[config.mk]
export PLATFORM = sky130hd
export DESIGN_NAME = port_output_or_and_sleep_ops
export DESIGN_NICKNAME = d
export VERILOG_FILES = /design/src/verilog/core_ops_pkg.sv /design/src/verilog/port_output_or_and_sleep_ops.sv
export SDC_FILE = /design/constraint.sdc
export NUM_CORES = 1
export LEC_CHECK = 0
export ABC_AREA = 1
export BUFFER_PORTS_ARGS = -buffer_cell sky130_fd_sc_hd__buf_4
export CAP_MARGIN = 30
export CELL_PAD_IN_SITES_DETAIL_PLACEMENT = 0
export CELL_PAD_IN_SITES_GLOBAL_PLACEMENT = 1
export CORE_MARGIN = 1.5
export CORE_UTILIZATION = 27
export DETAILED_ROUTE_END_ITERATION = 12
export MAX_ROUTING_LAYER = met4
export PLACE_DENSITY = 0.61
export SYNTH_ARGS = -nofsm -noshare
export SYNTH_HDL_FRONTEND = slang
export SYNTH_SLANG_ARGS = --single-unit
[constraint.sdc]
create_clock -name clk_sys -period 1.79 [get_ports clk_sys]
set_input_delay 0.179 -clock clk_sys [delete_from_list [all_inputs] [get_ports clk_sys]]
set_output_delay 0.179 -clock clk_sys [all_outputs]
set_load 0.02 [all_outputs]
[src/verilog/core_ops_pkg.sv]
// shared constants and opcode enumeration for the output/or/sleep executor,
// plus the small output latch it instantiates once per parallel port.
// assumes a single clk_sys domain and asynchronous active-low arst_n.
`timescale 1ns/1ps
package core_ops_pkg;
  typedef enum logic [2:0] {
    op_nop,
    op_port_zero_write,
    op_port_one_write,
    op_or_mem,
    op_sleep_arm,
    op_clock_keep_halt,
    op_other
  } op_t;
  localparam int ACC_W_DEF = 4;
  localparam int PC_W_DEF = 11;
  localparam int PC_STEP = 1;
  localparam int ACC_RST = 0;
  localparam int PORT_RST = 0;
  localparam int SYNC_STAGES = 2;
endpackage : core_ops_pkg

module out_port_reg #(
  parameter int W = core_ops_pkg::ACC_W_DEF
) (
  input wire logic clk_sys,
  input wire logic arst_n,
  input wire logic load,
  input wire logic [W-1:0] din,
  output logic [W-1:0] dout_q
);
  import core_ops_pkg::*;
  logic [W-1:0] dout_d;

  always_comb begin
    dout_d = load ? din : dout_q;
  end

  always_ff @(posedge clk_sys or negedge arst_n) begin
    if (!arst_n) begin
      dout_q <= W'(PORT_RST);
    end else begin
      dout_q <= dout_d;
    end
  end
endmodule : out_port_reg

[src/verilog/port_output_or_and_sleep_ops.sv]
// executes port writes, accumulator or-with-memory and the armed sleep entry.
// assumes op_code/op_valid, mem_rdata and load strobes come from the core on
// clk_sys; mem_rdata is the data word already selected by data_pointer.
// wake_pin is asynchronous and is synchronised here.
`timescale 1ns/1ps
// Summary of operation
// - port-zero write copies accumulator, carry kept
// - port-one write copies accumulator, carry kept
// - or memory word into accumulator, one cycle
// - halt instruction enters clock-keep low-power state
// - halt takes effect only right after arming
// - unarmed halt acts as no-operation
module port_output_or_and_sleep_ops #(
  parameter int ACC_W = core_ops_pkg::ACC_W_DEF,
  parameter int PC_W = core_ops_pkg::PC_W_DEF
) (
  input wire logic clk_sys,
  input wire logic arst_n,
  input wire logic op_valid,
  input core_ops_pkg::op_t op_code,
  input wire logic [ACC_W-1:0] mem_rdata,
  input wire logic acc_load,
  input wire logic [ACC_W-1:0] acc_load_data,
  input wire logic carry_load,
  input wire logic carry_load_data,
  input wire logic wake_pin,
  output logic [ACC_W-1:0] output_port_zero,
  output logic [ACC_W-1:0] output_port_one,
  output logic [ACC_W-1:0] acc_q,
  output logic carry_flag_q,
  output logic [PC_W-1:0] pc_q,
  output logic sleep_armed_q,
  output logic clock_keep_q
);
  import core_ops_pkg::*;

  // widths below one bit leave nothing to latch or count
  if (ACC_W < 1 || PC_W < 1) begin : g_bad_width
    $error("widths must be at least one bit");
  end

  logic wake_meta_q;
  logic wake_sync_q;
  logic exec;
  logic port_zero_load;
  logic port_one_load;
  logic [ACC_W-1:0] acc_d;
  logic carry_flag_d;
  logic [PC_W-1:0] pc_d;
  logic sleep_armed_d;
  logic clock_keep_d;

  // wake comes off a pin; first stage feeds only the second
  always_ff @(posedge clk_sys or negedge arst_n) begin
    if (!arst_n) begin
      wake_meta_q <= 1'b0;
      wake_sync_q <= 1'b0;
    end else begin
      wake_meta_q <= wake_pin;
      wake_sync_q <= wake_meta_q;
    end
  end

  // no instruction retires while the clock-keep state holds
  assign exec = op_valid && !clock_keep_q;
  assign port_zero_load = exec && (op_code == op_port_zero_write);
  assign port_one_load = exec && (op_code == op_port_one_write);

  always_comb begin
    acc_d = acc_q;
    carry_flag_d = carry_flag_q;
    pc_d = pc_q;
    sleep_armed_d = sleep_armed_q;
    clock_keep_d = clock_keep_q;
    if (clock_keep_q) begin
      // arming cannot survive a halt, so a stray halt after wake is a no-op
      sleep_armed_d = 1'b0;
      if (wake_sync_q) begin
        clock_keep_d = 1'b0;
      end
    end else if (exec) begin
      pc_d = pc_q + PC_W'(PC_STEP);
      sleep_armed_d = (op_code == op_sleep_arm);
      case (op_code)
        op_or_mem: begin
          acc_d = acc_q | mem_rdata;
        end
        op_clock_keep_halt: begin
          clock_keep_d = sleep_armed_q;
        end
        op_other: begin
          if (acc_load) begin
            acc_d = acc_load_data;
          end
          if (carry_load) begin
            carry_flag_d = carry_load_data;
          end
        end
        default: begin
          // port writes, arming and nop leave accumulator and carry alone
        end
      endcase
    end
  end

  always_ff @(posedge clk_sys or negedge arst_n) begin
    if (!arst_n) begin
      acc_q <= ACC_W'(ACC_RST);
      carry_flag_q <= 1'b0;
      pc_q <= '0;
      sleep_armed_q <= 1'b0;
      clock_keep_q <= 1'b0;
    end else begin
      acc_q <= acc_d;
      carry_flag_q <= carry_flag_d;
      pc_q <= pc_d;
      sleep_armed_q <= sleep_armed_d;
      clock_keep_q <= clock_keep_d;
    end
  end

  out_port_reg #(.W(ACC_W)) u_port_zero (
    .clk_sys(clk_sys),
    .arst_n(arst_n),
    .load(port_zero_load),
    .din(acc_q),
    .dout_q(output_port_zero)
  );

  out_port_reg #(.W(ACC_W)) u_port_one (
    .clk_sys(clk_sys),
    .arst_n(arst_n),
    .load(port_one_load),
    .din(acc_q),
    .dout_q(output_port_one)
  );
endmodule : port_output_or_and_sleep_ops

# Word-level counts from Yosys, hierarchy flattened
# Index checks and enable logic that the tools add are counted.
# W data, S select, Z words.
[op_classes]
add_sub_neg = 1
n_eq_ne = 7
mux = 8
bitwise = 2
reduce_logical = 9
[ops]
columns = ["operator", "n"]
rows = [
  ["$add A11 B1 Y11 const B", 1],
  ["$eq A3 B3 Y1 const B", 3],
  ["$pmux W4 S2", 1],
  ["$reduce_and A4 Y1", 2],
  ["$eq A3 B2 Y1 const B", 2],
  ["$mux W1", 6],
  ["$mux W4", 1],
  ["$or A4 B4 Y4", 1],
  ["$reduce_bool A2 Y1", 2],
  ["$eq A3 B1 Y1 const B", 1],
  ["$logic_and A1 B1 Y1", 3],
  ["$ne A2 B2 Y1 const B", 1],
  ["$reduce_and A2 Y1", 1],
  ["$logic_not A1 Y1", 1],
  ["$not A1 Y1", 1],
]
[word_totals]
reg_bits = 28
inputBits = 18
out_inout_bits = 26
wordCells = 36

# Depth between registers and ports, before layout
[logic_depth]
ltp_word = 4
depth_mapped = 7
depth_no_buf = 7

# Hierarchy
# From an unflattened synthesis, not the netlist that was laid out.
[unflattened]
hier_cells = 167
hier_area_um2 = 1375.1
[by_module_without_submodules]
columns = ["module", "instances", "cells_per_inst", "area_each_um2", "seq_area_each_um2"]
rows = [
  ["port_output_or_and_sleep_ops", 1, 133, 1077.3, 500.5],
  ["out_port_reg", 2, 17, 148.9, 100.1],
]

# Worst setup path before layout
# OpenSTA, ideal clock, no wires.
[synth_path]
kind = "register to register"
start = "register pc_q[1]"
end = "register pc_q[6]"
setup_ps = 130
arrival_time_ps = 1120
required_ps = 1660
setup_slack_ps = 540
stages_incl_launch_ff = 6
n_path_buf = 0
period_less_slack_ps = 1250
cell_sequence = "dfrtp_1 ha_1 nand2_1 nor2_4 nand2_1 xnor2_1"
[synth_via]
elab_chain_cells = 1
[synth_lines]
columns = ["element", "line_no", "rtl"]
rows = [
  ["from (decl)", "port_output_or_and_sleep_ops.sv:31", "output logic [PC_W-1:0] pc_q,"],
  ["from (signal assigned)", "port_output_or_and_sleep_ops.sv:116", "pc_q <= pc_d;"],
  ["$add A11 B1 Y11", "port_output_or_and_sleep_ops.sv:82", "pc_d = pc_q + PC_W'(PC_STEP);"],
]
# No other way between the ends.
# A chain may end at the register's enable or synchronous reset.

# Final worst setup path
# Ends and elaborated chain as after synthesis.

==> flow_summary.html <==
<table>
<tr><th>Metric</th><th>Value</th></tr>
<tr><th colspan="2">Drt</th></tr>
<tr><td>Routed WL per cell</td><td>10.93 um</td></tr>
<tr><td>Initial DRT Pass Iterations</td><td>4</td></tr>
<tr><td>Iteration-0 DRC Markers</td><td>36</td></tr>
<tr><td>Vias per cell</td><td>4.161</td></tr>
<tr><td>Final ANT Viol Nets</td><td>0</td></tr>
<tr><td>DRT Wirelength</td><td>2994 um</td></tr>
<tr><td>Detailed-route via count</td><td>1140</td></tr>
<tr><td>DRC violations left</td><td>0</td></tr>
<tr><th colspan="2">Final layout</th></tr>
<tr><td>Share of cells above drive strength 1</td><td>0.3092</td></tr>
<tr><td>Synth-to-layout area growth</td><td>36.15%</td></tr>
<tr><td>Commonest non-fill, non-tap cell in the layout</td><td>nand2_1</td></tr>
<tr><td>Highest-count cells in the layout ignoring fill and taps</td><td>nand2_1, buf_4, dfrtp_1</td></tr>
<tr><td>Summed area of non-filler cells in the final layout</td><td>0.001814 mm2</td></tr>
<tr><td>Post-route non-filler standard cell count</td><td>274</td></tr>
<tr><td>Number of nets at the end of the flow</td><td>227</td></tr>
<tr><td>Number of inserted diodes</td><td>0</td></tr>
<tr><td>Multi-input logic area</td><td>571.8 um2</td></tr>
<tr><td>Sequential Area</td><td>700.7 um2</td></tr>
<tr><td>Layout fillers</td><td>498</td></tr>
<tr><th colspan="2">Logic synthesis</th></tr>
<tr><td>Mean Syn Cell Area</td><td>8.434 um2</td></tr>
<tr><td>Synthesis warning total</td><td>0</td></tr>
<tr><td>Cell area after synthesis</td><td>0.001333 mm2</td></tr>
<tr><td>Async set-or-reset flop fraction in the synthesized netlist</td><td>1.000</td></tr>
<tr><td>Primary FF master, synth</td><td>dfrtp_1</td></tr>
<tr><td>Number of flops mapped to enable cells by yosys</td><td>0</td></tr>
<tr><td>Post-synthesis cell count</td><td>158</td></tr>
<tr><td>Total nets after synthesis</td><td>177</td></tr>
<tr><td>Synth unique cells</td><td>19</td></tr>
<tr><td>Number of storage elements in the synthesis netlist</td><td>28</td></tr>
<tr><td>Share of synthesized area occupied by flip-flops and latches</td><td>0.5258</td></tr>
<tr><th colspan="2">GRT</th></tr>
<tr><td>Via count of the first global-routing pass</td><td>1123</td></tr>
<tr><td>Total global routing overflow</td><td>0</td></tr>
<tr><td>Initial antenna violation count</td><td>0</td></tr>
<tr><td>GRT Overall Usage</td><td>0.1266</td></tr>
<tr><td>Pin count of the biggest net entering global routing</td><td>29</td></tr>
<tr><td>Wire length of the first global-routing pass</td><td>5085 um</td></tr>
<tr><th colspan="2">Worst setup path</th></tr>
<tr><td>Endpoint arrival time on the critical path</td><td>1370 ps</td></tr>
<tr><td>Cells on worst reg2reg path</td><td>5</td></tr>
<tr><td>Worst-path fanout max</td><td>6</td></tr>
<tr><td>Required time at the worst-slack endpoint</td><td>1950 ps</td></tr>
<tr><td>Type of origin of the critical path</td><td>flip-flop</td></tr>
<tr><td>Category of the critical setup timing path</td><td>reg -&gt; reg</td></tr>
<tr><td>Worst R2R End</td><td>pc_q[6]</td></tr>
<tr><td>Reg-to-reg setup timing slack</td><td>580 ps</td></tr>
<tr><td>CP Capture Type</td><td>flip-flop</td></tr>
<tr><td>Beginning of the worst register-to-register path</td><td>pc_q[1]</td></tr>
<tr><th colspan="2">Placed design</th></tr>
<tr><td>Count of placed standard cells including taps</td><td>268</td></tr>
<tr><td>IO Port Bufs</td><td>43</td></tr>
<tr><td>Placed cell areas</td><td>0.001739 mm2</td></tr>
<tr><td>DPL Wire Length</td><td>2330 um</td></tr>
<tr><td>Routability Congestion</td><td>0.7815</td></tr>
<tr><th colspan="2">Min path</th></tr>
<tr><td>Tightest Hold Check Type</td><td>in -&gt; reg</td></tr>
<tr><td>Hold depth</td><td>2</td></tr>
<tr><td>HP Start</td><td>op_valid</td></tr>
<tr><td>Destination of the worst hold path</td><td>sleep_armed_q</td></tr>
<tr><th colspan="2">Clocking</th></tr>
<tr><td>Clock-pin slew reported for the worst setup and hold paths after clock tree synthesis</td><td>90 ps</td></tr>
<tr><td>Num CTS Buffers</td><td>3</td></tr>
<tr><td>Post-cts repair resize count</td><td>0</td></tr>
<tr><td>Longest Clk Path Bufs</td><td>2</td></tr>
<tr><td>Latest clock arrival within the worst-skew pair</td><td>270 ps</td></tr>
<tr><td>Deepest level of the CTS H-tree</td><td>1</td></tr>
<tr><td>Clk sinks</td><td>28</td></tr>
<tr><td>Clock tree from TritonCTS</td><td>done</td></tr>
<tr><td>CTS root buf</td><td>clkbuf_8</td></tr>
<tr><th colspan="2">Timing</th></tr>
<tr><td>Final period demand of the worst path</td><td>1208 ps</td></tr>
<tr><td>Number of max-slew violations in the final report</td><td>0</td></tr>
<tr><td>RSZ-0062 raised after global routing</td><td>no</td></tr>
<tr><td>Fmax achieved</td><td>827.6 MHz</td></tr>
<tr><td>Share of the cycle needed by the critical path after routing</td><td>0.6750</td></tr>
<tr><td>Slew at the pin closest to its max-slew limit</td><td>358.8 ps</td></tr>
<tr><td>Layout Skew</td><td>3.269 ps</td></tr>
<tr><td>Sum of negative setup slack</td><td>0 ps</td></tr>
<tr><td>Worst relative slew slack</td><td>0.7608</td></tr>
<tr><td>Final setup viols</td><td>0</td></tr>
<tr><td>Final-report hold violation count</td><td>0</td></tr>
<tr><th colspan="2">Die</th></tr>
<tr><td>Initial core utilization</td><td>0.2821</td></tr>
<tr><td>Total die area</td><td>0.005366 mm2</td></tr>
<tr><td>Die width</td><td>73.25 um</td></tr>
<tr><td>Die H</td><td>73.25 um</td></tr>
<tr><td>Number of core rows</td><td>25</td></tr>
<tr><td>Placeable core region</td><td>0.004723 mm2</td></tr>
<tr><td>Boundary Pins</td><td>44</td></tr>
<tr><th colspan="2">Pwr</th></tr>
<tr><td>Leakage power</td><td>0.9373 nW</td></tr>
<tr><td>Pwr Density</td><td>1171 mW/mm2</td></tr>
<tr><td>Worst IR drop on VDD</td><td>0.0003731 V</td></tr>
<tr><th colspan="2">Flow run</th></tr>
<tr><td>Maximum capacitance violations</td><td>0</td></tr>
<tr><th colspan="2">Status</th></tr>
<tr><td>Run status</td><td>complete, no violations</td></tr>
</table>
-- report_power, final --
group | switching [W] | internal, W
clock | 0.000193 | 0.000197
combinational | 0.000449 | 0.000344
sequential | 0.000154 | 0.000787
total | 0.000796 | 0.00133
-- final cells by class --
cell class              instances  share of cell area
multi-input cells             114              0.3152
inverters                      16             0.03310
repair buffers                 45              0.1890
clock buffers                   4             0.03034
flip-flops and latches         28              0.3862
well taps                      67             0.04621
-- per-layer routing --
metal / share of wire / global-route usage / wire [um] / vias to the layer above
met5: 0 / - / 0 / -
met4: 0.010 / 0.04403 / 30 / 0
met3: 0.060 / 0.02606 / 179 / 4
met2: 0.46 / 0.1949 / 1373 / 38
met1: 0.47 / 0.1655 / 1411 / 505
li1: - / - / - / 593
-- how the worst max path moves through the flow --
stage / from / to
final: pc_q[1] / pc_q[6]
after global routing: clock_keep_q / u_port_one.dout_q[0]
after CTS: clock_keep_q / carry_flag_q
after detailed placement: clock_keep_q / carry_flag_q
after global placement: clock_keep_q / carry_flag_q
after floorplan: pc_q[1] / pc_q[6]
-- sequential cells by signal, summed over array words and instances (netlist names) --
signal and flops:
carry_flag_q 1, u_port_one.dout_q 4, wake_meta_q 1, acc_q 4, sleep_armed_q 1, wake_sync_q 1, pc_q 11, u_port_zero.dout_q 4
clock_keep_q 1
-- critical path: stages, from the launching register on --
cell and delay, ps:
dfrtp_1 410, ha_1 200, nand2_1 90, nor2_4 180, nand2_1 90, xnor2_1 130
-- synthesized netlist by cell type (2+ instances only) --
cell	instances	area [um2]
inv_1	14	52.55
xnor2_1	2	17.52
nand3b_1	2	15.01
nor2_4	4	45.04
o21ai_1	5	25.02
or2_2	4	25.02
nand2_2	5	31.28
nand3_1	9	45.04
dfrtp_1	28	700.7
xor2_1	4	35.03
o22ai_1	2	12.51
nand2_1	62	232.7
inv_2	2	7.510
o21ai_0	4	20.02
nor2_1	6	22.52
nand4_1	2	12.51
-- through the flow --
step	util	hold slack, ps	total power [W]	setup WS, ps
after global placement	0.3682	116.3	0.001745	615.4
after CTS	0.3841	116.2	0.002159	580.2
after floorplan	-	-116.6	0.001377	539.9
after global routing	0.3841	110.6	0.002274	475.7
final	0.3841	123.4	0.002124	581.7
after detailed placement	0.3682	126.8	0.001754	587.8
-- logic make-up (layout without fill, tap and decap cells) --
| kind of cell | Yosys count | after routing | share of synthesized area |
|---|---|---|---|
| buffers and inverters | 16 | 65 | 0.04507 |
| flip-flops | 28 | 28 | 0.5258 |
| AO/OA/AOI/OAI | 11 | 11 | 0.04319 |
| adder cells (fa/ha/maj) | 1 | 1 | 0.009388 |
| XOR/XNOR | 6 | 6 | 0.03944 |
| AND/OR/NAND/NOR | 96 | 96 | 0.3371 |
-- what timing repair did --
action | CTS | global route
hold endpoints to repair | 29 | 0
hold buffers | 2 | 0
setup buffers | 0 | 0
Power figures use the tool's default switching activity.
